===== config.mk =====
export PLATFORM = sky130hd
export DESIGN_NAME = vpic_top
export DESIGN_NICKNAME = d
export VERILOG_FILES = /design/src/vpic_pkg.sv /design/src/vpic_top.sv /design/src/vpic_src_map.sv /design/src/vpic_arbiter.sv
export SDC_FILE = /design/constraint.sdc
export NUM_CORES = 1
export LEC_CHECK = 0
export ABC_CLOCK_PERIOD_IN_PS = 182900
export BUFFER_PORTS_ARGS = -buffer_cell sky130_fd_sc_hd__buf_2
export CAP_MARGIN = 10
export CORE_MARGIN = 5
export CORE_UTILIZATION = 30
export CTS_CLUSTER_SIZE = 28
export DETAILED_ROUTE_END_ITERATION = 10
export PLACE_DENSITY = 0.57
export SLEW_MARGIN = 5
export SYNTH_ARGS = -nofsm -noshare
export SYNTH_HDL_FRONTEND = slang
export SYNTH_SLANG_ARGS = --single-unit
export TNS_END_PERCENT = 10

===== constraint.sdc =====
create_clock -name sys_clk_i -period 182.9 [get_ports sys_clk_i]
set_input_delay 9.145 -clock sys_clk_i [delete_from_list [all_inputs] [get_ports sys_clk_i]]
set_output_delay 9.145 -clock sys_clk_i [all_outputs]
set_load 0.02 [all_outputs]

===== src/vpic_pkg.sv =====
`default_nettype none
package vpic_pkg;
    localparam int          VPIC_NUM_INT    = 47;
    localparam int          VPIC_NUM_PIN    = 8;
    localparam int          VPIC_NUM_SRC    = 76;   // Vector slots 16 to 91
    localparam int          VPIC_NUM_PRI    = 11;
    localparam logic [6:0]  VPIC_VEC_NMI    = 7'h07;
    localparam logic [6:0]  VPIC_VEC_PIN0   = 7'h10;
    localparam logic [7:0]  VPIC_PRI_RESET  = 8'h77;
    localparam logic [7:0]  VPIC_PRI_RSVD   = 8'h77;
    localparam logic [7:0]  VPIC_SYS_RESET  = 8'h01;
    localparam int          VPIC_SYS_EDGE   = 3;
    localparam int          VPIC_SYS_MLO    = 4;
    localparam int          VPIC_SYS_MHI    = 5;
    localparam logic [7:0]  VPIC_ENA_RESET  = 8'h00;
    // Register offsets of the plain register port
    localparam logic [3:0]  VPIC_OFS_PRI0   = 4'h0;
    localparam logic [3:0]  VPIC_OFS_SYS    = 4'hB;
    localparam logic [3:0]  VPIC_OFS_ENA    = 4'hC;
    localparam logic [3:0]  VPIC_OFS_STAT   = 4'hD;
    localparam logic [3:0]  VPIC_OFS_VEC    = 4'hE;
    // Field selectors: register index and high half flag
    localparam logic [3:0]  VPIC_PRI_A = 4'h0;
    localparam logic [3:0]  VPIC_PRI_B = 4'h1;
    localparam logic [3:0]  VPIC_PRI_C = 4'h2;
    localparam logic [3:0]  VPIC_PRI_D = 4'h3;
    localparam logic [3:0]  VPIC_PRI_E = 4'h4;
    localparam logic [3:0]  VPIC_PRI_F = 4'h5;
    localparam logic [3:0]  VPIC_PRI_G = 4'h6;
    localparam logic [3:0]  VPIC_PRI_H = 4'h7;
    localparam logic [3:0]  VPIC_PRI_I = 4'h8;
    localparam logic [3:0]  VPIC_PRI_J = 4'h9;
    localparam logic [3:0]  VPIC_PRI_K = 4'hA;

    typedef enum logic [1:0] {
        VPIC_MODE0 = 2'b00,
        VPIC_MODE2 = 2'b10
    } vpic_mode_t;

    // Source slot s holds vector 16+s; table of valid vectors and their level field
    function automatic logic vpic_slot_valid(input logic [6:0] vec);
        vpic_slot_valid = !((vec >= 7'd26 && vec <= 7'd27) || (vec >= 7'd29 && vec <= 7'd31) ||
                            (vec >= 7'd37 && vec <= 7'd39) || (vec >= 7'd53 && vec <= 7'd55) ||
                            (vec == 7'd67) || (vec >= 7'd71 && vec <= 7'd79));
    endfunction

    // Returns {register index, high half} for a valid vector
    function automatic logic [4:0] vpic_field_of(input logic [6:0] vec);
        logic [4:0] f;
        f = {VPIC_PRI_A, 1'b1};
        if      (vec == 7'd16)                 f = {VPIC_PRI_A, 1'b1};
        else if (vec == 7'd17)                 f = {VPIC_PRI_A, 1'b0};
        else if (vec <= 7'd19)                 f = {VPIC_PRI_B, 1'b1};
        else if (vec <= 7'd21)                 f = {VPIC_PRI_B, 1'b0};
        else if (vec <= 7'd23)                 f = {VPIC_PRI_C, 1'b1};
        else if (vec == 7'd24)                 f = {VPIC_PRI_C, 1'b0};
        else if (vec == 7'd25)                 f = {VPIC_PRI_D, 1'b1};
        else if (vec == 7'd28)                 f = {VPIC_PRI_E, 1'b0};
        else if (vec <= 7'd39)                 f = {VPIC_PRI_F, 1'b1};
        else if (vec <= 7'd43)                 f = {VPIC_PRI_F, 1'b0};
        else if (vec <= 7'd47)                 f = {VPIC_PRI_G, 1'b1};
        else if (vec <= 7'd55)                 f = {VPIC_PRI_G, 1'b0};
        else if (vec <= 7'd59)                 f = {VPIC_PRI_H, 1'b1};
        else if (vec <= 7'd63)                 f = {VPIC_PRI_H, 1'b0};
        else if (vec <= 7'd67)                 f = {VPIC_PRI_I, 1'b1};
        else if (vec <= 7'd79)                 f = {VPIC_PRI_I, 1'b0};
        else if (vec <= 7'd83)                 f = {VPIC_PRI_J, 1'b0};
        else if (vec <= 7'd87)                 f = {VPIC_PRI_K, 1'b1};
        else                                   f = {VPIC_PRI_K, 1'b0};
        vpic_field_of = f;
    endfunction

    // Vector address from vector number and address mode
    function automatic logic [15:0] vpic_vec_addr(input logic [6:0] vec, input logic adv);
        vpic_vec_addr = adv ? {7'h00, vec, 2'b00} : {8'h00, vec, 1'b0};
    endfunction
endpackage
`default_nettype wire


===== src/vpic_top.sv =====
// Decided for this implementation: the plain strobed port and the placing of the registers.
`default_nettype none
// Vectored priority interrupt controller
module vpic_top
    import vpic_pkg::*;
(
    input  wire logic                     sys_clk_i,
    input  wire logic                     rst_n_i,
    input  wire logic                     standby_n_i,
    input  wire logic                     adv_mode_i,
    input  wire logic [3:0]               addr_i,
    input  wire logic [7:0]               wdata_i,
    input  wire logic                     wr_i,
    input  wire logic                     rd_i,
    output logic      [7:0]               rdata_o,
    input  wire logic                     nmi_pin_i,
    input  wire logic [7:0]               pin_req_i,
    input  wire logic [VPIC_NUM_INT-1:0]  per_flag_i,
    input  wire logic [VPIC_NUM_INT-1:0]  per_ena_i,
    input  wire logic                     user_mask_bit_i,
    input  wire logic [2:0]               mask_level_bits_i,
    input  wire logic                     ack_i,
    input  wire logic                     xfer_start_i,
    output logic                          irq_o,
    output logic [6:0]                    vec_num_o,
    output logic [15:0]                   vec_addr_o,
    output logic [2:0]                    vec_lvl_o,
    output logic                          xfer_irq_o
);
    typedef struct packed {
        logic [VPIC_NUM_PRI-1:0][7:0] pri;
        logic [7:0]  sys;
        logic [7:0]  ena;
        logic        nmi_d;
        logic        nmi_pend;
        logic [7:0]  rdata;
        logic        irq;
        logic [6:0]  vec;
        logic [15:0] addr;
        logic [2:0]  lvl;
        logic        xfer;
    } vpic_state_t;

    vpic_state_t st_reg;
    vpic_state_t st_next;

    logic [75:0]     slot_req;
    logic [76*3-1:0] slot_lvl;
    logic            found;
    logic [6:0]      win_vec;
    logic [2:0]      win_lvl;
    vpic_mode_t      mode;
    logic            nmi_edge;
    logic            pass;

    vpic_src_map u_map (
        .pin_req_i  (pin_req_i),
        .pin_ena_i  (st_reg.ena),
        .per_flag_i (per_flag_i),
        .per_ena_i  (per_ena_i),
        .slot_req_o (slot_req)
    );

    // Level of every slot from its priority field
    always_comb begin
        logic [4:0] f;
        f = 5'h00;
        slot_lvl = '0;
        for (int s = 0; s < 76; s++) begin
            f = vpic_field_of(7'(s + 16));
            slot_lvl[s*3 +: 3] = f[0] ? st_reg.pri[f[4:1]][6:4]
                                      : st_reg.pri[f[4:1]][2:0];
        end
    end

    vpic_arbiter u_arb (
        .slot_req_i (slot_req),
        .slot_lvl_i (slot_lvl),
        .found_o    (found),
        .vec_o      (win_vec),
        .lvl_o      (win_lvl)
    );

    assign mode = vpic_mode_t'({st_reg.sys[VPIC_SYS_MHI], st_reg.sys[VPIC_SYS_MLO]});
    // Edge select: 0 falling, 1 rising
    assign nmi_edge = st_reg.sys[VPIC_SYS_EDGE] ? (nmi_pin_i && !st_reg.nmi_d)
                                               : (!nmi_pin_i && st_reg.nmi_d);
    // Acceptance control and eight-level masking
    always_comb begin
        pass = 1'b0;
        if (mode == VPIC_MODE2) begin
            pass = found && (win_lvl > mask_level_bits_i);
        end else begin
            pass = found && !user_mask_bit_i;
        end
    end

    // Next state of registers and outputs
    always_comb begin
        st_next       = st_reg;
        st_next.nmi_d = nmi_pin_i;
        st_next.rdata = 8'h00;
        if (wr_i) begin
            if (addr_i < 4'(VPIC_NUM_PRI)) begin
                st_next.pri[addr_i] = (wdata_i & 8'h77) |
                    ((addr_i == VPIC_PRI_D) ? 8'h07 : 8'h00) |
                    ((addr_i == VPIC_PRI_E || addr_i == VPIC_PRI_J) ? 8'h70 : 8'h00);
            end else if (addr_i == VPIC_OFS_SYS) begin
                // Prohibited mode codes are not accepted
                if (!wdata_i[VPIC_SYS_MLO]) begin
                    st_next.sys = wdata_i;
                end
            end else if (addr_i == VPIC_OFS_ENA) begin
                st_next.ena = wdata_i;
            end
        end
        if (rd_i) begin
            unique case (addr_i) inside
                [VPIC_OFS_PRI0:VPIC_PRI_K]: st_next.rdata = st_reg.pri[addr_i];
                VPIC_OFS_SYS:  st_next.rdata = st_reg.sys;
                VPIC_OFS_ENA:  st_next.rdata = st_reg.ena;
                VPIC_OFS_STAT: st_next.rdata = {5'h00, st_reg.nmi_pend, st_reg.xfer, st_reg.irq};
                VPIC_OFS_VEC:  st_next.rdata = {1'b0, st_reg.vec};
                default:       st_next.rdata = 8'h00;
            endcase
        end
        // Non-maskable latch, set wins over acknowledge
        if (ack_i) begin
            st_next.nmi_pend = 1'b0;
        end
        if (nmi_edge) begin
            st_next.nmi_pend = 1'b1;
        end
        st_next.xfer = 1'b0;
        if (st_next.nmi_pend) begin
            st_next.irq = 1'b1;
            st_next.vec = VPIC_VEC_NMI;
            st_next.lvl = 3'h7;
        end else if (pass && vpic_slot_valid(win_vec)) begin
            st_next.irq = !xfer_start_i;
            st_next.xfer = xfer_start_i;
            st_next.vec = win_vec;
            st_next.lvl = win_lvl;
        end else begin
            st_next.irq = 1'b0;
        end
        st_next.addr = vpic_vec_addr(st_next.vec, adv_mode_i);
    end

    // State register; reset and hardware standby both initialise
    always_ff @(posedge sys_clk_i) begin
        if (!rst_n_i || !standby_n_i) begin
            for (int i = 0; i < VPIC_NUM_PRI; i++) begin
                st_reg.pri[i] <= VPIC_PRI_RESET;
            end
            st_reg.sys      <= VPIC_SYS_RESET;
            st_reg.ena      <= VPIC_ENA_RESET;
            st_reg.nmi_d    <= 1'b0;
            st_reg.nmi_pend <= 1'b0;
            st_reg.rdata    <= 8'h00;
            st_reg.irq      <= 1'b0;
            st_reg.vec      <= 7'h00;
            st_reg.addr     <= 16'h0000;
            st_reg.lvl      <= 3'h0;
            st_reg.xfer     <= 1'b0;
        end else begin
            st_reg <= st_next;
        end
    end

    assign rdata_o    = st_reg.rdata;
    assign irq_o      = st_reg.irq;
    assign vec_num_o  = st_reg.vec;
    assign vec_addr_o = st_reg.addr;
    assign vec_lvl_o  = st_reg.lvl;
    assign xfer_irq_o = st_reg.xfer;
endmodule
`default_nettype wire


===== src/vpic_src_map.sv =====
`default_nettype none
// Packs the pin and 47 peripheral requests into vector-ordered slots
module vpic_src_map
    import vpic_pkg::*;
(
    input  wire logic [7:0]                pin_req_i,
    input  wire logic [7:0]                pin_ena_i,
    input  wire logic [VPIC_NUM_INT-1:0]   per_flag_i,
    input  wire logic [VPIC_NUM_INT-1:0]   per_ena_i,
    output logic      [VPIC_NUM_SRC-1:0]   slot_req_o
);
    logic [VPIC_NUM_INT-1:0] per_req;
    // Peripheral request only while flag and enable are both set
    assign per_req = per_flag_i & per_ena_i;

    // Place the 47 peripheral requests into valid slots in vector order
    always_comb begin
        int k;
        k = 0;
        slot_req_o = '0;
        slot_req_o[7:0] = pin_req_i & pin_ena_i;
        for (int s = 8; s < VPIC_NUM_SRC; s++) begin
            if (vpic_slot_valid(7'(s + 16)) && k < VPIC_NUM_INT) begin
                slot_req_o[s] = per_req[k];
                k = k + 1;
            end
        end
    end
endmodule
`default_nettype wire


===== src/vpic_arbiter.sv =====
`default_nettype none
// Picks the highest level; ties go to the smaller vector number
module vpic_arbiter
    import vpic_pkg::*;
(
    input  wire logic [76*1-1:0]      slot_req_i,
    input  wire logic [76*3-1:0]      slot_lvl_i,
    output logic                      found_o,
    output logic [6:0]                vec_o,
    output logic [2:0]                lvl_o
);
    // Scan downwards so the lowest vector wins among equal levels
    always_comb begin
        found_o = 1'b0;
        vec_o   = 7'h00;
        lvl_o   = 3'h0;
        for (int s = 75; s >= 0; s--) begin
            if (slot_req_i[s] && (!found_o || slot_lvl_i[s*3 +: 3] >= lvl_o)) begin
                found_o = 1'b1;
                vec_o   = 7'(s + 16);
                lvl_o   = slot_lvl_i[s*3 +: 3];
            end
        end
    end
endmodule
`default_nettype wire


==> results of run 1 <==
-- cells in the final DEF, fill, tap and decap left out, types with 47 or more instances in the layout --
master,count
buf_2,154
o21ai_0,112
inv_1,96
ha_1,111
nand3_1,47
nor2_1,174
a21oi_1,102
dfxtp_1,111
nand2_1,224
o211ai_1,63
-- layout make-up --
class / instances / area, um^2
multi-input combinational: 1451 / 10100
clock inverter: 7 / 56.3
fill: 4781 / 29400
timing repair buffer: 159 / 808
sequential: 111 / 2220
inverter: 96 / 360
tap: 592 / 741
clock buffer: 9 / 225
-- routing by layer --
metal | GRT usage (%) | share of wire, % | vias up | routed length (um)
met5 | 0 | 0.064 | - | 27
met4 | 2.91 | 1.6 | 4 | 663
met3 | 2.26 | 5.5 | 49 | 2320
met2 | 28.2 | 46 | 403 | 19500
met1 | 23.5 | 47 | 6205 | 19900
li1 | - | - | 6603 | -
-- worst min-delay path by stage --
stage                            startpoint  slack [ns]  depth (start not counted)                      end
floorplan           st_reg[78]$_SDFFE_PP1P_        0.41                          1  st_reg[78]$_SDFFE_PP1P_
global placement    st_reg[80]$_SDFFE_PP1P_        0.42                          1  st_reg[80]$_SDFFE_PP1P_
detailed placement  st_reg[80]$_SDFFE_PP1P_        0.43                          1  st_reg[80]$_SDFFE_PP1P_
CTS                 st_reg[92]$_SDFFE_PP1P_        0.45                          1  st_reg[92]$_SDFFE_PP1P_
global route        st_reg[79]$_SDFFE_PP1P_        0.46                          1  st_reg[79]$_SDFFE_PP1P_
finish              st_reg[91]$_SDFFE_PP1P_        0.45                          1  st_reg[91]$_SDFFE_PP1P_
-- power groups by stage --
stage	Clock, W	Combinational [W]	Sequential (W)
5_1_grt	0.0000201	0.0000582	0.0000250
4_1_cts	0.0000191	0.0000519	0.0000249
6_report	0.0000189	0.0000523	0.0000249
2_1_floorplan	0	0.0000403	0.0000253
3_3_place_gp	0	0.0000507	0.0000255
3_5_place_dp	0	0.0000516	0.0000255
-- synth_stat cells (35+ instances only) --
cell type	instances	share of area, %
mux2i_1	45	3.4
nand2_1	224	6.3
nor2b_1	35	1.7
nand3_1	47	1.8
o21ai_0	112	4.2
mux2_2	40	3.4
buf_4	38	2.2
o211ai_1	63	3.6
inv_1	96	2.7
nor2_1	174	4.9
ha_1	111	10
a21oi_1	102	3.9
dfxtp_1	111	17
-- stage by stage --
step                      std cells   power, W  util, %
after global routing           2425   0.000103     33.1
after global placement         2409  0.0000762     32.5
after detailed placement       2409  0.0000771     32.5
after CTS                      2425  0.0000959     33.1
final                          2425  0.0000961     33.1
after floorplan                1751  0.0000656        -
-- logic make-up (layout without fill, tap and decap cells) --
group | after synthesis | count (layout) | synth area share [%]
other | 1 | 8 | 0.0283
multiplexers | 102 | 102 | 9.63
AND/OR/NAND/NOR | 679 | 679 | 25.2
AO/OA/AOI/OAI | 547 | 547 | 30.6
adder cells (fa/ha/maj) | 115 | 115 | 10.8
flip-flops | 111 | 111 | 16.8
buffers and inverters | 189 | 271 | 6.99
-- critical path: cells and delay by family --
| family | cells | cell delay [ns] |
|---|---|---|
| buf+inv | 23 | 1.99 |
| simple gates | 108 | 18.33 |
| fa+ha+maj | 56 | 15.24 |
| mux | 34 | 11.24 |
| compound gates | 142 | 32.70 |
==> impl_metrics.json, run 1 <==
{
  "drtPass1Iterations": 5,
  "reg2reg_slack_ns": 103.32,
  "drcViolationCount": 0,
  "viasPerCell": 5.47,
  "cts_root_buf": "clkbuf_16",
  "combPwrFrac_pct": 54.4,
  "finalSetupViolations": 0,
  "dp.final_hpwl_um": 34800,
  "grt_pass1_vias": 12600,
  "synth_cell_types": 134,
  "async_reset_ff_share_pct": 0,
  "dr_total_vias": 13300,
  "slowest_delay_ns": 0.68,
  "p_leak_nw": 6.68,
  "fp.coreArea_mm2": 0.0439,
  "layout_setup_ws_ns": 94.36,
  "nets": 2066,
  "gp_congestion": 0.903,
  "synth_flop_cell": "dfxtp_1",
  "final_cell_area_mm2": 0.0145,
  "critPathMostFrequentCell": "ha_1",
  "worst_slew_pin_slew_ns": 1.08,
  "wire_per_inst_um": 17.5,
  "hold_viol_final": 0,
  "grt_usage_pct": 16.8,
  "cts_resized": 0,
  "routed_wl_um": 42400,
  "grt-ovfl-total": 0,
  "cts_buffers": 9,
  "crit_type": "input port to flop",
  "fin_worst_skew_ns": 0.0127,
  "hold_buffers": 0,
  "tns_ns": 0,
  "pwr_density_cell_mw_per_mm2": 6.61,
  "worstSkewPairLatency_ns": 0.35,
  "avgSynthCellArea_um2": 7.60,
  "start_util_pct": 30.2,
  "path_max_fanout": 16,
  "cts_tree": "yes",
  "die_x_um": 220,
  "drive_gt1_share_pct": 18.2,
  "cp-startpoint": "per_flag_i[46]",
  "cap_violations": 0,
  "clk_pin_slew_worst_paths_ns": 0.07,
  "grt_max_degree": 69,
  "seq_area_frac_synth_pct": 16.8,
  "rsz0062_at_grt": "no",
  "synthesis.area_mm2": 0.0132,
  "min_period_ns": 88.54,
  "worstSetupEndpointType": "flop",
  "ir_worst_vdd_mv": 0.00513,
  "postRouteAntennaNets": 0,
  "slowest_stage": "or4_2",
  "place_ws_ns": 94.73,
  "holdWs_ns": 0.452,
  "reg2reg_depth": 361,
  "grt_pass1_wl_um": 67400,
  "reg2reg_from": "st_reg[134]$_SDFFE_PP1P_",
  "power_frac_seq_pct": 25.9,
  "critPathCapture": "vec_addr_o[6]$_SDFF_PP0_",
  "antenna_cells": 0,
  "synth_edf_count": 0,
  "p_int_w": 0.0000546,
  "row_count": 77,
  "final_max_slew_viol_count": 0,
  "chipHeight_um": 220,
  "postCtsSetupBuffers": 0,
  "outcome": "finished clean",
  "largest_register_ffs": 82,
  "drt_iter0_markers": 1127,
  "min_period_over_period_pct": 48.4,
  "synth_seq_cells": 111,
  "antenna_found_initial": 3,
  "max_freq_ghz": 0.0113,
  "hold_path.class": "flop to flop",
  "cp.required_ns": 183.19,
  "p_switching_w": 0.0000415,
  "pwr-share-clk_pct": 19.7,
  "ios": 163,
  "htreeDepth": 3,
  "area_delta_synth_final_pct": 9.76,
  "slew_headroom_pct": 27.5,
  "cts_num_sinks": 111,
  "dpl_cell_area_mm2": 0.0143,
  "syn_inst": 1744,
  "start_kind": "input port",
  "ys_warn_count": 0,
  "cts_buffer_depth": 2,
  "r2r_end": "vec_addr_o[6]$_SDFF_PP0_",
  "die_area_mm2": 0.0485,
  "worstPathArrival_ns": 88.82,
  "switching_share_pct": 43.2,
  "io_buffers": 154
}
No activity file was read; power rests on OpenSTA's default activity.
==> inputs of run 2 (changes only) <==
ABC_CLOCK_PERIOD_IN_PS = 81100   (was 182900)
PLACE_DENSITY = 0.58   (was 0.57)
clock period = 81.1 ns   (was 182.9 ns; I/O delays follow)
==> impl_metrics.json, run 2 (synthesized netlist as in run 1, its figures left out) <==
{
  "path_max_fanout": 10,
  "dr_total_vias": 13400,
  "htreeDepth": 3,
  "min_period_over_period_pct": 93.9,
  "cts_buffer_depth": 2,
  "hold_viol_final": 0,
  "placed_cells": 2427,
  "power_frac_seq_pct": 24.7,
  "grt_pass1_wl_um": 66800,
  "p_leak_nw": 6.95,
  "hold_buffers": 0,
  "combPwrFrac_pct": 55.5,
  "largest_register_ffs": 82,
  "io_buffers": 154,
  "drt_iter0_markers": 960,
  "cts_num_sinks": 111,
  "fp.coreArea_mm2": 0.0439,
  "switching_share_pct": 42.0,
  "hold_path.class": "flop to flop",
  "die_x_um": 220,
  "ir_worst_vdd_mv": 0.00938,
  "viasPerCell": 5.44,
  "die_area_mm2": 0.0485,
  "layout_common_cells": "nand2_1, nor2_1, buf_2",
  "row_count": 77,
  "slowest_stage": "or4_2",
  "dp.final_hpwl_um": 34500,
  "cts_root_buf": "clkbuf_16",
  "chipHeight_um": 220,
  "pwr-share-clk_pct": 19.8,
  "cts_tree": "yes",
  "routed_wl_um": 42900,
  "crit_type": "input port to flop",
  "grt-ovfl-total": 0,
  "outcome": "finished clean",
  "worst_slew_pin_slew_ns": 1.11,
  "nets": 2109,
  "drive_gt1_share_pct": 22.8,
  "grt_usage_pct": 16.6,
  "pwr_density_cell_mw_per_mm2": 15.0,
  "start_util_pct": 30.2,
  "instances_no_fill": 2469,
  "gp_congestion": 0.916,
  "grt_max_degree": 69,
  "p_int_w": 0.000132,
  "antenna_found_initial": 4,
  "crit_family": "compound AO/OA/AOI/OAI gates",
  "worstSetupEndpointType": "flop",
  "critPathMostFrequentCell": "ha_1",
  "multi_input_area_mm2": 0.0104,
  "drcViolationCount": 0,
  "max_freq_ghz": 0.0131,
  "slowest_delay_ns": 0.67,
  "clk_pin_slew_worst_paths_ns": 0.08,
  "worstPathArrival_ns": 76.41,
  "fin_worst_skew_ns": 0.0110,
  "postRouteAntennaNets": 0,
  "cap_violations": 0,
  "layout_commonest_cell": "nand2_1",
  "cp.required_ns": 81.36,
  "slew_headroom_pct": 26.0,
  "fill_cells": 4646,
  "seq_area_mm2": 0.00222,
  "cp_num_buf_inv": 32,
  "finalSetupViolations": 0,
  "worstSkewPairLatency_ns": 0.35,
  "final_max_slew_viol_count": 0,
  "start_kind": "input port",
  "drtPass1Iterations": 5,
  "wire_per_inst_um": 17.4,
  "min_period_ns": 76.15,
  "p_switching_w": 0.0000956,
  "holdWs_ns": 0.447,
  "ios": 163,
  "area_delta_synth_final_pct": 14.4,
  "cts_buffers": 9,
  "grt_pass1_vias": 12800
}
-- run 2: cell types whose count changed in the layout (fill, tap and decap cells not counted), moves of 5 or more --
cell | before | now
o21ai_2 | 1 | 6
o21ai_0 | 112 | 94
nor2_1 | 174 | 169
a21oi_2 | 3 | 9
buf_4 | 5 | 48
a21oi_1 | 102 | 93
a31oi_1 | 29 | 24
o21ai_1 | 5 | 16
nor2_2 | 1 | 6
-- run 2: worst register-to-register path: cells and delay by family, from the launching register on --
| family | cells | cell delay [ns] |
|---|---|---|
| multiplexers | 31 | 9.31 |
| buffers and inverters | 31 | 2.98 |
| adder cells (fa/ha/maj) | 56 | 14.83 |
| AND/OR/NAND/NOR | 113 | 16.88 |
| AO/OA/AOI/OAI | 143 | 27.86 |
| flip-flops | 1 | 0.37 |
-- run 2: stage by stage --
stage	util, %	instance area [um^2]	TNS (ns)	power, W	setup slack [ns]
floorplan	-	13300	0	0.000148	7.80
global placement	32.8	14400	0	0.000172	1.70
detailed placement	32.8	14400	0	0.000174	0.302
CTS	33.4	14700	0	0.000219	0.369
global route	34.5	15200	-1.53	0.000244	-0.256
finish	34.5	15200	0	0.000228	4.95
-- run 2: routing by layer --
metal / global-route usage [%] / wire, um / vias up / part of all wire [%]
li1: - / - / 6699 / -
met2: 27.7 / 19900 / 385 / 46
met4: 3.52 / 820 / 6 / 1.9
met1: 22.6 / 19600 / 6286 / 46
met3: 2.89 / 2580 / 57 / 6.0
met5: 0 / 43 / - / 0.10
-- run 2: power groups by stage --
stage	sequential, W	clock (W)	combinational, W
2_1_floorplan	0.0000571	0	0.0000908
3_3_place_gp	0.0000575	0	0.000115
3_5_place_dp	0.0000575	0	0.000116
4_1_cts	0.0000563	0.0000456	0.000117
5_1_grt	0.0000564	0.0000480	0.000140
6_report	0.0000563	0.0000451	0.000126
-- run 2: path summary, 6_finish.rpt --
path                                               start                        to  slack (ns)  cells after the start
worst max register to register  st_reg[134]$_SDFFE_PP1P_  vec_addr_o[3]$_SDFF_PP0_        8.77                    374
worst min register to register   st_reg[79]$_SDFFE_PP1P_   st_reg[79]$_SDFFE_PP1P_        0.45                      1
worst min-delay path             st_reg[79]$_SDFFE_PP1P_   st_reg[79]$_SDFFE_PP1P_        0.45                      1
worst max-delay path                      per_flag_i[46]  vec_addr_o[3]$_SDFF_PP0_        4.95                    376
-- run 2: area by class of cell --
class                   count  area share, %
diodes                      1         0.0165
inverters                  96           2.38
flip-flops and latches    111           14.7
clock buffers               9           1.49
repair buffers            202           7.47
clock inverters             7          0.495
multi-input cells        1451           68.6
well taps                 592           4.89
-- run 2: what timing repair did --
| action | in CTS | in global routing |
|---|---|---|
| resized for setup | 0 | 80 |
| setup buffers | 0 | 25 |
| setup endpoints to repair | 0 | 20 |
==> inputs of run 3 (changes only) <==
RECOVER_POWER = 50   (was unset)
==> impl_metrics.json, run 3 (synthesized netlist as in run 1, its figures left out) <==
{
  "cts_buffer_depth": 2,
  "fill_cells": 4661,
  "min_period_ns": 76.21,
  "pwr_density_cell_mw_per_mm2": 15.1,
  "ios": 163,
  "placed_cells": 2427,
  "postRouteAntennaNets": 0,
  "cap_violations": 1,
  "io_buffers": 154,
  "multi_input_area_mm2": 0.0104,
  "hold_viol_final": 0,
  "start_util_pct": 30.2,
  "cts_root_buf": "clkbuf_16",
  "die_area_mm2": 0.0485,
  "drive_gt1_share_pct": 21.1,
  "gp_congestion": 0.916,
  "critPathMostFrequentCell": "ha_1",
  "grt_usage_pct": 16.6,
  "layout_commonest_cell": "nand2_1",
  "outcome": "complete, but fails checks",
  "grt_max_degree": 69,
  "finalSetupViolations": 0,
  "ir_worst_vdd_mv": 0.00935,
  "crit_type": "input port to flop",
  "final_max_slew_viol_count": 33,
  "viasPerCell": 5.43,
  "finalPower_w": 0.000228,
  "place_ws_ns": 0.302,
  "wire_per_inst_um": 17.4,
  "seq_area_mm2": 0.00222,
  "chipHeight_um": 220,
  "hold_buffers": 0,
  "dr_total_vias": 13400,
  "drtPass1Iterations": 5,
  "max_freq_ghz": 0.0131,
  "cts_tree": "yes",
  "layout_common_cells": "nand2_1, nor2_1, buf_2",
  "violations": "capacitance limit, slew limit",
  "cp_num_buf_inv": 32,
  "drcViolationCount": 0,
  "start_kind": "input port",
  "routed_wl_um": 42900,
  "hold_path.class": "flop to flop",
  "clk_pin_slew_worst_paths_ns": 0.08,
  "crit_family": "compound AO/OA/AOI/OAI gates",
  "layout_setup_ws_ns": 4.89,
  "area_delta_synth_final_pct": 14.1,
  "slowest_delay_ns": 0.67,
  "antenna_found_initial": 4,
  "cp.required_ns": 81.36,
  "drt_iter0_markers": 973,
  "largest_register_ffs": 82,
  "instances_no_fill": 2469,
  "path_max_fanout": 10,
  "worst_slew_pin_slew_ns": 2.02,
  "htreeDepth": 3,
  "fin_worst_skew_ns": 0.0118,
  "worstSkewPairLatency_ns": 0.35,
  "p_leak_nw": 6.82,
  "cts_num_sinks": 111,
  "fp.coreArea_mm2": 0.0439,
  "reg2reg_slack_ns": 8.71,
  "grt_pass1_wl_um": 66800,
  "grt_pass1_vias": 12800,
  "nets": 2109,
  "dp.final_hpwl_um": 34500,
  "slowest_stage": "or4_2",
  "worstSetupEndpointType": "flop",
  "min_period_over_period_pct": 94.0,
  "worstPathArrival_ns": 76.47,
  "cts_buffers": 9,
  "die_x_um": 220,
  "row_count": 77,
  "grt-ovfl-total": 0,
  "slew_headroom_pct": -34.4
}
==> run 3: worst reg2reg max path, delay by kind of cell, from the launching register on <==
family | cells | cell delay, ns
AOI/OAI and AO/OA | 143 | 27.93
adders and majority gates | 56 | 14.84
buffers and inverters | 31 | 3.00
DFF | 1 | 0.37
muxes | 31 | 9.31
and+or+nand+nor | 113 | 16.91
==> run 3: path summary, 6_finish.rpt <==
check / startpoint / endpoint / depth (start not counted)
min reg2reg: st_reg[91]$_SDFFE_PP1P_ / st_reg[91]$_SDFFE_PP1P_ / 1
max: per_flag_i[46] / vec_addr_o[3]$_SDFF_PP0_ / 376
max reg2reg: st_reg[134]$_SDFFE_PP1P_ / vec_addr_o[3]$_SDFF_PP0_ / 374
min: st_reg[91]$_SDFFE_PP1P_ / st_reg[91]$_SDFFE_PP1P_ / 1
==> run 3: metrics by stage <==
step	cell area (um^2)	TNS (ns)	hold WS [ns]	util, %
after global placement	14400	0	0.421	32.8
after global routing	15100	-1.53	0.463	34.4
after CTS	14700	0	0.448	33.4
final	15100	0	0.447	34.4
after floorplan	13300	0	0.409	-
after detailed placement	14400	0	0.425	32.8
==> run 3: final cells by class <==
class / instances / area share (%)
clock buffers: 9 / 1.49
diodes: 1 / 0.0166
well taps: 592 / 4.90
flip-flops and latches: 111 / 14.7
multi-input cells: 1451 / 68.8
clock inverters: 7 / 0.497
inverters: 96 / 2.38
repair buffers: 202 / 7.21
==> run 3: repair_timing <==
action,CTS,global route
endpoints found under the setup margin,0,20
buffers inserted,0,25
gates resized for setup,0,80
==> run 3: power breakdown <==
part | total (W) | internal [W] | switching, W
registers | 0.0000563 | 0.0000553 | 0.000000991
clock network | 0.0000451 | 0.0000243 | 0.0000208
logic | 0.000126 | 0.0000523 | 0.0000738
==> run 3: layer usage <==
metal  track usage, %  part of all wire (%)  vias to the layer above
met1             22.6                    46                     6284
li1                 -                     -                     6702
met5                0                  0.10                        -
met4             3.52                   1.8                        6
met3             2.89                   5.9                       56
met2             27.7                    46                      369
